==> config.mk <==
export PLATFORM = sky130hd
export DESIGN_NAME = spf_status_flags
export DESIGN_NICKNAME = d
export VERILOG_FILES = /design/src/spf_pkg.sv /design/src/spf_status_flags.sv /design/src/spf_sticky.sv
export SDC_FILE = /design/constraint.sdc
export NUM_CORES = 1
export LEC_CHECK = 0
export BUFFER_PORTS_ARGS = -buffer_cell sky130_fd_sc_hd__buf_2
export CORE_UTILIZATION = 51
export CTS_BUF_LIST = sky130_fd_sc_hd__clkbuf_4 sky130_fd_sc_hd__clkbuf_8
export CTS_CLUSTER_DIAMETER = 40
export CTS_CLUSTER_SIZE = 28
export DETAILED_ROUTE_END_ITERATION = 6
export PLACE_DENSITY = 0.8
export REMOVE_ABC_BUFFERS = 1
export SETUP_SLACK_MARGIN = 0.4
export SYNTH_ARGS = -nofsm -noshare
export SYNTH_HDL_FRONTEND = slang
export SYNTH_HIERARCHICAL = 1
export SYNTH_SLANG_ARGS = --single-unit
export TNS_END_PERCENT = 1
==> constraint.sdc <==
create_clock -name pclk -period 2.3 [get_ports pclk]
set_input_delay 0.23 -clock pclk [delete_from_list [all_inputs] [get_ports pclk]]
set_output_delay 0.23 -clock pclk [all_outputs]
set_load 0.01 [all_outputs]
==> src/spf_pkg.sv <==
// shared constants and carrier types of the serial status flag block
package spf_pkg;

  // register byte offsets on the apb bus
  localparam logic [11:0] OFS_CTRL = 12'h000;
  localparam logic [11:0] OFS_LEN = 12'h004;
  localparam logic [11:0] OFS_COUNT = 12'h008;
  localparam logic [11:0] OFS_STATUS = 12'h010;
  localparam logic [11:0] OFS_IRQ_STAT = 12'h018;
  localparam logic [11:0] OFS_IRQ_MASK = 12'h01c;

  // flag positions, shared by status, irq status and irq mask
  localparam int NFLAG = 4;
  localparam int BIT_XFER = 0;
  localparam int BIT_DMA = 1;
  localparam int BIT_TXOVF = 2;
  localparam int BIT_RXUND = 3;

  // width of the control register and default transfer length width
  localparam int CTRL_W = 6;
  localparam int LEN_W_DEF = 16;

  // control register layout, bit 0 first from the right
  typedef struct packed {
    logic halt;      // bit 5: stop after current 8-bit unit
    logic rx_dma;    // bit 4: receive dma channel in use
    logic tx_dma;    // bit 3: transmit dma channel in use
    logic close_en;  // bit 2: early close of the dma transfer
    logic desc_en;   // bit 1: description buffer operation
    logic dma_en;    // bit 0: dma operation
  } spf_ctrl_s;

  // values after reset
  localparam spf_ctrl_s CTRL_RST = 6'h00;
  localparam logic [31:0] LEN_RST = 32'h0000_0000;
  localparam logic [NFLAG-1:0] MASK_RST = 4'h0;
  localparam logic [NFLAG-1:0] FLAG_RST = 4'h0;

  // events from the shift engine, buffers and the dma channel, all one-cycle pulses
  // except the two buffer levels and the desc_last qualifier
  typedef struct packed {
    logic rx_rd_req;    // firmware read of the receive buffer
    logic rx_empty;     // receive buffer holds no data
    logic tx_wr_req;    // firmware write of the transmit buffer
    logic tx_full;      // transmit buffer full
    logic dma_tx_done;  // dma done, transmit channel
    logic dma_rx_done;  // dma done, receive channel
    logic desc_last;    // qualifies a dma done: last description buffer
    logic data_xfer;    // one data unit moved in manual operation
    logic unit_done;    // current 8-bit unit finished copying
  } spf_evt_s;

endpackage

==> src/spf_status_flags.sv <==
// serial status flags: apb slave, dma completion pairing, transfer-end detection
`timescale 1ns/1ns
`default_nettype none

////////////////////////////////////////////////////////////////////////////////
// Overview of operation
// receive read while receive buffer empty sets underflow flag, bit 3
// transmit write while transmit buffer full sets overflow flag, bit 2
// dma done indication from the channel sets dma-finished flag, bit 1
// done comes from early close or count exhausted; both mean completion
// with transmit and receive dma both active, wait for both dones
// early close: dma-finished and transfer-finished rise in the same cycle
// description buffers: dma-finished fires for every completed buffer
// dma-finished has no meaning while dma is disabled
// manual operation: transfer-finished when count reaches programmed length
// dma: transfer-finished with dma-finished; buffers: only on the last one
// halt request plus finished 8-bit unit sets transfer-finished
// flags reset to zero, stay until a one is written to them; irq status flags clear on a read of irq status instead
// set and clear in one cycle: the set wins
module spf_status_flags #(
  parameter int LEN_W = spf_pkg::LEN_W_DEF
) (
  input wire logic pclk,
  input wire logic presetn,
  input wire logic psel,
  input wire logic penable,
  input wire logic pwrite,
  input wire logic [11:0] paddr,
  input wire logic [31:0] pwdata,
  output logic [31:0] prdata,
  output logic pready,
  output logic pslverr,
  input wire spf_pkg::spf_evt_s evt,
  output logic irq
);

  localparam int NF = spf_pkg::NFLAG;

  typedef struct packed {
    spf_pkg::spf_ctrl_s ctrl;
    logic [LEN_W-1:0] len;
    logic [LEN_W-1:0] count;
    logic tx_seen;
    logic rx_seen;
    logic [NF-1:0] mask;
    logic ack;
    logic err;
    logic [31:0] rdata;
  } spf_state_s;

  localparam spf_state_s RST_STATE = '{
    ctrl: spf_pkg::CTRL_RST,
    len: spf_pkg::LEN_RST[LEN_W-1:0],
    count: '0,
    tx_seen: 1'b0,
    rx_seen: 1'b0,
    mask: spf_pkg::MASK_RST,
    ack: 1'b0,
    err: 1'b0,
    rdata: 32'h0000_0000
  };

  if (LEN_W < 1 || LEN_W > 32) begin : g_chk
    $error("spf_status_flags: LEN_W out of range");
  end

  spf_state_s s_reg, s_next;

  logic [NF-1:0] stat_flags;
  logic [NF-1:0] irq_flags;
  logic [NF-1:0] ev_set;
  logic [NF-1:0] stat_clr;
  logic [NF-1:0] irq_clr;
  logic access;
  logic done;
  logic both_act;
  logic tx_hit;
  logic rx_hit;
  logic single_done;
  logic dma_fire;
  logic manual;
  logic cnt_hit;
  logic xfer_fire;
  logic halt_fire;
  logic [LEN_W-1:0] cnt_inc;

  //////////////////////////////////////////////////////////////////////////////
  // apb handshake: one wait state so read data comes from a flop
  assign access = psel & penable;
  assign done = access & s_reg.ack;
  assign pready = done;
  assign pslverr = done & s_reg.err;
  assign prdata = s_reg.rdata;

  // dma completion: a done pulse may come from either close or count end
  always_comb begin
    both_act = s_reg.ctrl.tx_dma & s_reg.ctrl.rx_dma;
    tx_hit = s_reg.tx_seen | evt.dma_tx_done;
    rx_hit = s_reg.rx_seen | evt.dma_rx_done;
    if (s_reg.ctrl.tx_dma) begin
      single_done = evt.dma_tx_done;
    end else if (s_reg.ctrl.rx_dma) begin
      single_done = evt.dma_rx_done;
    end else begin
      single_done = evt.dma_tx_done | evt.dma_rx_done;
    end
    // only meaningful with dma on; held off otherwise
    if (!s_reg.ctrl.dma_en) begin
      dma_fire = 1'b0;
    end else if (both_act) begin
      dma_fire = tx_hit & rx_hit;
    end else begin
      dma_fire = single_done; // see
    end
  end

  // transfer-end sources: manual count, dma, halt request
  always_comb begin
    manual = ~s_reg.ctrl.dma_en & ~s_reg.ctrl.desc_en;
    cnt_inc = LEN_W'(s_reg.count + 1'b1);
    cnt_hit = manual & evt.data_xfer & (cnt_inc == s_reg.len);
    halt_fire = s_reg.ctrl.halt & evt.unit_done;
    // early close also ends a buffered transfer at once
    xfer_fire = cnt_hit | halt_fire
      | (dma_fire & (~s_reg.ctrl.desc_en | evt.desc_last
      | s_reg.ctrl.close_en)); // see
  end

  // event vector shared by status and irq status
  always_comb begin
    ev_set = '0;
    ev_set[spf_pkg::BIT_RXUND] = evt.rx_rd_req & evt.rx_empty;
    ev_set[spf_pkg::BIT_TXOVF] = evt.tx_wr_req & evt.tx_full;
    ev_set[spf_pkg::BIT_DMA] = dma_fire;
    ev_set[spf_pkg::BIT_XFER] = xfer_fire;
  end

  // clears: write one to status; irq status clears what the read returned,
  // so an event that lands between capture and completion is not lost
  always_comb begin
    stat_clr = '0;
    irq_clr = '0;
    if (done && pwrite && paddr == spf_pkg::OFS_STATUS) begin
      stat_clr = pwdata[NF-1:0];
    end
    if (done && !pwrite && paddr == spf_pkg::OFS_IRQ_STAT) begin
      irq_clr = s_reg.rdata[NF-1:0];
    end
  end

  //////////////////////////////////////////////////////////////////////////////
  // next state: register decode, writes, dma pairing, length counter
  always_comb begin
    s_next = s_reg;
    s_next.ack = access & ~s_reg.ack;
    if (access && !s_reg.ack) begin
      s_next.err = 1'b0;
      s_next.rdata = 32'h0000_0000;
      case (paddr)
        spf_pkg::OFS_CTRL: begin
          s_next.rdata = 32'(s_reg.ctrl);
        end
        spf_pkg::OFS_LEN: begin
          s_next.rdata = 32'(s_reg.len);
        end
        spf_pkg::OFS_COUNT: begin
          s_next.rdata = 32'(s_reg.count);
        end
        spf_pkg::OFS_STATUS: begin
          s_next.rdata = 32'(stat_flags);
        end
        spf_pkg::OFS_IRQ_STAT: begin
          s_next.rdata = 32'(irq_flags);
        end
        spf_pkg::OFS_IRQ_MASK: begin
          s_next.rdata = 32'(s_reg.mask);
        end
        default: begin
          s_next.err = 1'b1;
        end
      endcase
      if (pwrite) begin
        s_next.rdata = 32'h0000_0000;
      end
    end
    // pairing memory for simultaneous transmit and receive dma
    if (s_reg.ctrl.dma_en && both_act && !dma_fire) begin
      s_next.tx_seen = tx_hit;
      s_next.rx_seen = rx_hit;
    end else begin
      s_next.tx_seen = 1'b0;
      s_next.rx_seen = 1'b0;
    end
    // manual length counter wraps to zero at the programmed length
    if (manual && evt.data_xfer) begin
      s_next.count = cnt_hit ? '0 : cnt_inc;
    end
    // halt is one-shot so it does not refire on later units
    if (halt_fire) begin
      s_next.ctrl.halt = 1'b0;
    end
    if (done && pwrite && !s_reg.err) begin
      case (paddr)
        spf_pkg::OFS_CTRL: begin
          s_next.ctrl = spf_pkg::spf_ctrl_s'(pwdata[spf_pkg::CTRL_W-1:0]);
        end
        spf_pkg::OFS_LEN: begin
          s_next.len = pwdata[LEN_W-1:0];
          s_next.count = '0;
        end
        spf_pkg::OFS_IRQ_MASK: begin
          s_next.mask = pwdata[NF-1:0];
        end
        default: begin
          s_next.mask = s_reg.mask;
        end
      endcase
    end
  end

  // state register; reset brings back the documented idle values
  always_ff @(posedge pclk or negedge presetn) begin
    if (!presetn) begin
      s_reg <= RST_STATE;
    end else begin
      s_reg <= s_next;
    end
  end

  //////////////////////////////////////////////////////////////////////////////
  // flag banks
  spf_sticky #(.W(NF)) u_status (
    .pclk(pclk),
    .presetn(presetn),
    .set_i(ev_set),
    .clr_i(stat_clr),
    .flags(stat_flags)
  );

  spf_sticky #(.W(NF)) u_irq (
    .pclk(pclk),
    .presetn(presetn),
    .set_i(ev_set),
    .clr_i(irq_clr),
    .flags(irq_flags)
  );

  // level interrupt while any unmasked irq flag stands
  assign irq = |(irq_flags & s_reg.mask);
endmodule

`default_nettype wire

==> src/spf_sticky.sv <==
// sticky flag bank: hardware sets, software clears, set has priority
`timescale 1ns/1ns
`default_nettype none

module spf_sticky #(
  parameter int W = spf_pkg::NFLAG
) (
  input wire logic pclk,
  input wire logic presetn,
  input wire logic [W-1:0] set_i,
  input wire logic [W-1:0] clr_i,
  output logic [W-1:0] flags
);

  typedef struct packed {
    logic [W-1:0] flags;
  } spf_sticky_state_s;

  spf_sticky_state_s s_reg, s_next;

  if (W < 1 || W > 32) begin : g_chk
    $error("spf_sticky: W out of range");
  end

  //////////////////////////////////////////////////////////////////////////////
  // set overrides clear so an event in the clearing cycle survives
  always_comb begin
    s_next = s_reg;
    s_next.flags = (s_reg.flags & ~clr_i) | set_i;
  end

  // state register, async reset to all clear
  always_ff @(posedge pclk or negedge presetn) begin
    if (!presetn) begin
      s_reg.flags <= W'(spf_pkg::FLAG_RST);
    end else begin
      s_reg <= s_next;
    end
  end

  assign flags = s_reg.flags;
endmodule

`default_nettype wire

== Word level (Yosys, flattened, before mapping) ==
Index checks and enable logic that the tools add are counted.
Operators by class
  div/mod/pow operators: 0
  muxes and demuxes: 16
  eq/ne operators: 6
  add/sub/neg operators: 1
  reduce and logical (&&, ||, !) cells: 19
  $lt $le $gt $ge: 0
  shift operators: 0
  bitwise logic cells: 30
  $mul: 0
Operator list (count)
  16-bit one-hot mux with 6 select lines: 1
  32-bit 2-to-1 mux: 2
  38-bit 2-to-1 mux: 1
  12-bit by 5-bit equality test with 1-bit output, second input constant: 3
  16-bit 2-to-1 mux: 2
  16-bit by 1-bit adder with 16-bit output, second input constant: 1
  16-bit equality test: 1
  1-bit AND: 13
  4-bit AND: 3
  12-bit by 3-bit equality test with 1-bit output, second input constant: 1
  12-bit by 4-bit equality test with 1-bit output, second input constant: 1
  12-bit zero test: 1
  1-bit logical AND: 9
  4-bit 2-to-1 mux: 2
  4-bit inverter: 2
  4-bit bitwise OR: 2
  1-bit bitwise OR: 7
  1-bit 2-to-1 mux: 6
  6-bit 2-to-1 mux: 1
  2-bit AND reduction: 3
  6-bit OR reduction: 1
  1-bit zero test: 4
  4-bit OR reduction: 1
  1-bit inverter: 3
  2-bit 2-to-1 mux: 1
Word-level totals
  word-level logic and storage cells: 88
  bits in latches: 0
  input bits: 58
  memory bits (read-only): 0
  bits in registers: 86
  output and inout port bits: 35
  memories kept: 0
  bits in writable memories: 0

== Longest topological paths before layout ==
Gate-level depths: netlist of the first run.
  word-level depth: 8
  mapped depth: 8
  mapped depth without buffers: 8

== Cells and area by module ==
The synthesis of the first run kept the hierarchy.
Modules (own cells, without submodules)
  spf_status_flags: cells each 404, sequential area each 1551.5 µm², instances 1, area an instance 3901.2 µm²
  spf_sticky: cells each 12, sequential area each 100.1 µm², instances 2, area an instance 145.1 µm²

== Worst setup path after synthesis of the first run ==
Ideal clock, no wire load.
  path type: register -> register
  start: reg s_reg[41] in the netlist's numbering
  end: reg s_reg[45] in the netlist's numbering
  required time: 2.166 ns
  data arrival time: 2.031 ns
  stages on the path, launching flop included: 9
  path buffers: 1
  library setup time: 0.134 ns
  period minus slack after synthesis: 2.165 ns
  path slack: 0.135 ns
  cells stage by stage: dfrtp_1 ha_1 and3_2 xnor2_1 o32ai_1 o2111ai_1 nor3_4 buf_6 nor3_1
RTL lines
  start: declaration: RTL line spf_status_flags.sv:67  | spf_state_s s_reg, s_next;
  start signal: assignment: RTL line spf_status_flags.sv:226  | s_reg <= s_next;

==> impl_metrics.ini, run 1 <==
[die]
chipHeight_um = 92.66
ios = 93
num_rows = 32
dieArea_um2 = 8585
fp.dieW_um = 92.66
start_util = 0.5341
coreArea_um2 = 7848

[run_status]
status = completed

[final_layout]
largest_reg_flops = 46
layout.nets = 550
drive_above_1_share = 0.3407
area_growth_pct = 19.91
num_antenna_cells = 0
fill_cells = 616
postLayoutCellArea_um2 = 5026

[timing]
setup_violations = 0
worst_slew_pin_slew_ps = 571.3
fin_skew_ps = 15.67
setup_tns_ps = 0
hold_violations = 0
slew_headroom = 0.6192
max_freq_mhz = 451.4
fin_crit_ps = 2216
fin_crit_sh = 0.9633
grt_setup_unrepaired = yes
finalMaxSlewViolations = 0

[setup_path]
critical_path.max_stage_delay_ps = 480
worst_ep_arrival_time_ps = 2450
crit_required_ps = 2540
crit_path_start_kind = flip-flop
end_kind = flip-flop
cp_max_fo = 7
critPathKind = reg -> reg
cp_top_family = XOR/XNOR gates
crit_path_cell_trace = xnor2_1, xnor2_1, o32ai_2, o2111ai_2, nor3_4, buf_6, nor3_1
ff2ff_setup_slack_ps = 80
cp_slowest_cell = dfrtp_2
path_buf_inv = 1
path_common_cell = xnor2_1

[clock_network]
cts_tree = done
cts_sinks = 70
numCtsBuffers = 9
clk_latency_ps = 350
cts_root_buf = clkbuf_8
ctsLongestPathBuffers = 2
clk_pin_slew_worst_paths_ps = 80
h-tree-depth = 3

[pwr]
p_switching_uw = 1123
combPwrFrac = 0.274
swShare = 0.3098
power_density_nw_per_um2 = 721.5
p_clk_frac = 0.337
p_int_uw = 2503
vdd_drop_max_uv = 312.8
p_seq_frac = 0.389
p_leak_uw = 0.002288
total_power_uw = 3626

[drt]
vias = 3462
routedWlPerCell_um = 17.36
first_pass_iters = 5
vias_per_cell = 5.789
drc = 0
drtAntennaViolNets = 0
first_iter_violations = 307
finalWirelength_mm = 10.38

[synthesis]
ys.flop_type = dfrtp_1
ys_types = 59
synth_seq_cells = 70
avgSynthCellArea_um2 = 9.793
synthCells = 428
seq_area_frac_synth = 0.4179
synthTopCellsByArea = dfrtp_1, mux2_2, buf_4, xnor2_1, nand2_1
synth_async_sr_flop_share = 1.000
ys_warn_count = 6
yosysTopAreaCell = dfrtp_1
synth_edf_count = 0
synth.top_cell.area_share = 0.4179
syn_area_um2 = 4192

[placement]
dpl-instance-area_um2 = 4544
dp_hpwl_mm = 7.103
port_buffers = 60
place.gp.congestion = 0.8657

[global_route]
grt_usage = 0.2605
grt_max_degree = 47
grt_pass1_wl_mm = 17.24
grt_pass1_vias = 3495
grt.overflow.total = 0
grt_antenna_before_repair = 0

[run]
drv_cap = 0

[worst_hold_path]
hp-class = in -> reg
synthesized netlist by cell type (all sizes together), types with 5 or more instances:
library cell  count
a22oi            13
nor4              7
mux2i             6
nor2             22
nor3             23
dfrtp            70
xnor2            27
and2             13
and3              5
buf              45
xor2             10
nand2            37
clkbuf            9
nand4             9
a21o              8
inv              14
mux2             25
nand3            11
o21ai            26
metal layers:
metal / vias to the layer above / GRT usage / wire length (um)
met5: - / 0 / 0
met4: 0 / 0.08974 / 229
met3: 28 / 0.05337 / 684
met2: 167 / 0.4296 / 5082
met1: 1674 / 0.3417 / 4382
li1: 1593 / - / -
power groups by stage:
stage | sequential (uW) | clock [uW] | combinational, uW
after floorplan | 1470 | 0 | 397
after global placement | 1430 | 0 | 773
after detailed placement | 1430 | 0 | 789
after CTS | 1410 | 1230 | 970
after global routing | 1420 | 1280 | 1080
final | 1410 | 1220 | 993
metrics by stage:
step           hold WS [ps]  worst slack, ps  utilization  instances
5_1_grt               101.8            4.262       0.6405        598
4_1_cts               99.68            156.1       0.6363        598
2_1_floorplan        -65.59           -261.6            -        389
3_3_place_gp          248.9            58.56       0.5791        575
6_report              102.8            84.48       0.6405        598
3_5_place_dp          256.8            11.12       0.5791        575
cells in the final DEF, fill, tap and decap left out, drive strengths merged, types with 11 or more instances in the layout:
cell type and n:
mux2 25, nor2 22, inv 15, xnor2 27
nand3 11, and2 13, conb 16, o21ai 26
a22oi 13, buf 90, nand2 37, nor3 23
dfrtp 70
worst paths after layout:
kind,start,end,cells after the start
max in group asynchronous,presetn,s_reg[50],3
max reg2reg,s_reg[48],s_reg[53],7
min reg2reg,s_reg[39],s_reg[39],1
min in group asynchronous,presetn,s_reg[46],2
max,s_reg[48],s_reg[53],7
min,pwdata[12],s_reg[68],2
kinds of logic after synthesis:
group | count (synthesis) | synth area share
compound gates | 75 | 0.1215
buf+inv | 68 | 0.09731
fa+ha+maj | 1 | 0.002985
mux | 31 | 0.08149
xor+xnor | 37 | 0.07731
other cells | 1 | 0.0008947
simple gates | 145 | 0.2006
flops | 70 | 0.4179
final cells by class:
type	count	area [um^2]	share of cell area
Clock inverter	7	120.1	0.02390
Clock buffer	9	123.9	0.02465
Multi-Input combinational cell	305	2261	0.4498
Inverter	14	52.55	0.01046
Tap cell	102	127.6	0.02539
Sequential cell	70	1757	0.3495
Timing Repair Buffer	91	584.3	0.1163
timing repair:
| action | CTS | global route |
|---|---|---|
| resized for setup | 28 | 7 |
| gates cloned | 0 | 0 |
| endpoints found under the setup margin | 21 | 22 |
| pin swaps | 10 | 3 |
| hold buffers | 1 | 0 |
| setup buffers | 6 | 0 |
| hold endpoints to repair | 24 | 0 |
(Power assumes the default switching activity.)
==> inputs of run 2 (changes only) <==
Settings changed: SYNTH_HIERARCHICAL 1 to default.
==> impl_metrics.ini, run 2 <==
[clock_network]
cts_root_buf = clkbuf_8
clk_pin_slew_worst_paths_ps = 80
numCtsBuffers = 9
clk_latency_ps = 360
h-tree-depth = 3
cts_sinks = 70
cts_tree = done
ctsLongestPathBuffers = 2

[setup_path]
critPathKind = reg -> reg
worst_ep_arrival_time_ps = 2450
path_common_cell = a2111oi_4
cp_slowest_cell = dfrtp_1
crit_path_start_kind = flip-flop
crit_path_cell_trace = or3b_4, a2111oi_4, nor3_2, buf_4, a2111oi_4, nand4b_1, nand3_1, nand2_1
crit_required_ps = 2550
cp_max_fo = 4
end_kind = flip-flop
ff2ff_setup_slack_ps = 100
critical_path.max_stage_delay_ps = 450

[final_layout]
layout_commonest_cell = dfrtp_1
final_cell_mix = dfrtp_1, buf_2, nand2_1
area_growth_pct = 20.05
drive_above_1_share = 0.3676
layout.nets = 541
postLayoutCellArea_um2 = 4913
num_antenna_cells = 0
largest_reg_flops = 46
postLayoutCoreUtil = 0.6358

[timing]
whs_ps = 101.8
slew_headroom = 0.5180
fin_skew_ps = 15.51
setup_tns_ps = 0
fin_crit_ps = 2198
grt_setup_unrepaired = yes
hold_violations = 0
worst_slew_pin_slew_ps = 723.0
setup_violations = 0
finalMaxSlewViolations = 0
max_freq_mhz = 455.0
fin_crit_sh = 0.9556

[synthesis]
synth_edf_count = 0
synth.area.mux_share = 0.09905
synth.most_common_cell = dfrtp_1
seq_area_frac_synth = 0.4280
synth.top_cell.area_share = 0.4280
ys_types = 58
synthTopCellsByArea = dfrtp_1, mux2_2, buf_4, xnor2_1, nand2_1
synth_async_sr_flop_share = 1.000
synthCells = 414
ys.flop_type = dfrtp_1
yosysTopAreaCell = dfrtp_1
ys_warn_count = 0
synth-compound-area-share = 0.1284
synth-simple-area-share = 0.1831
synth_top_family_by_area = simple AND/OR/NAND/NOR gates
synth-xor-area-share = 0.06634
synth_common_cells = dfrtp_1, nand2_1, buf_4
avgSynthCellArea_um2 = 9.886
syn_area_um2 = 4093
synth_fa_ha_area_frac = 0.003057
synth_seq_cells = 70

[die]
ios = 93
coreArea_um2 = 7727
num_rows = 32
dieArea_um2 = 8387
start_util = 0.5296
fp.dieW_um = 91.58
chipHeight_um = 91.58

[drt]
vias = 3395
first_iter_violations = 203
first_pass_iters = 5
drtAntennaViolNets = 0
finalWirelength_mm = 10.01
vias_per_cell = 5.764
drc = 0
routedWlPerCell_um = 16.99

[global_route]
grt_pass1_vias = 3488
grt_usage = 0.2606
grt_antenna_before_repair = 0
grt_pass1_wl_mm = 16.78
grt_max_degree = 40
grt.overflow.total = 0

[run]
drv_cap = 0

[placement]
place.gp.congestion = 0.9235
port_buffers = 60
dp_hpwl_mm = 7.282
dpl-instance-area_um2 = 4438

[run_status]
status = completed

[pwr]
p_leak_uw = 0.002271
power_density_nw_per_um2 = 666.8
vdd_drop_max_uv = 354.1

[worst_hold_path]
hp-class = in -> reg
[run 2: cell types whose count changed in the layout (fill, tap and decap cells not counted), sizes merged, moves of 4 or more]
cell,before,now
xnor2,27,20
o21ai,26,22
nand3,11,17
nor3,23,10
nand2b,1,5
inv,15,8
mux2i,6,0
a21o,8,4
mux4,0,4
nor2,22,34
nand2,37,46
and2,13,3
[run 2: power by group]
part | total, uW | internal [uW] | switching [uW]
clock | 1050 | 576 | 479
sequential | 1370 | 1300 | 63.0
combinational | 855 | 398 | 457
[run 2: cell type report]
| type | instances | area (um^2) |
|---|---|---|
| inverter | 7 | 26.28 |
| clock inverter | 4 | 53.80 |
| clock buffer | 12 | 158.9 |
| tap | 102 | 127.6 |
| sequential | 70 | 1755 |
| timing repair buffer | 94 | 581.8 |
| fill | 639 | 2814 |
| multi-input combinational | 300 | 2210 |
[run 2: what timing repair did]
item | 4_1_cts | 5_1_grt
gates resized for setup | 34 | 6
hold buffers | 1 | 0
pin swaps | 13 | 6
hold endpoints to repair | 31 | 0
buffers inserted | 4 | 2
gates cloned | 1 | 0
setup endpoints to repair | 18 | 38
[run 2: worst max-delay path, delay by kind of cell, from the launching register on]
family	cells	cell delay, ps
simple gates	5	950
flops	1	450
buf+inv	1	170
compound gates	2	520
[run 2: metrics by stage]
stage	setup slack [ps]	instances	total power (uW)
2_1_floorplan	80.95	377	1778
3_3_place_gp	68.10	565	2081
3_5_place_dp	6.086	565	2100
4_1_cts	146.3	587	3270
5_1_grt	-19.97	589	3432
6_report	102.1	589	3276
[run 2: final timing paths]
check,startpoint,to,depth (start not counted)
max,s_reg[46],s_reg[40],8
min,evt[5],u_status.flags[2],2
max reg2reg,s_reg[46],s_reg[40],8
min reg2reg,prdata[13],prdata[13],2
max in group asynchronous,presetn,s_reg[51],3
min in group asynchronous,presetn,s_reg[33],2
[run 2: kinds of logic (layout without fill, tap and decap cells)]
family,Yosys count,in the layout
and+or+nand+nor,147,147
AOI/OAI and AO/OA,73,73
DFF,70,70
buffers and inverters,59,117
muxes,32,32
xor gates and xnor gates,31,31
adders and majority gates,1,1
other,1,16
[run 2: layer usage]
layer	vias to the layer above	wire length, um	share of wire	track usage
met5	-	0	0	0
met4	0	231	0.023	0.1177
met3	28	569	0.057	0.06198
met2	131	5159	0.52	0.4549
met1	1670	4047	0.40	0.3020
li1	1566	-	-	-
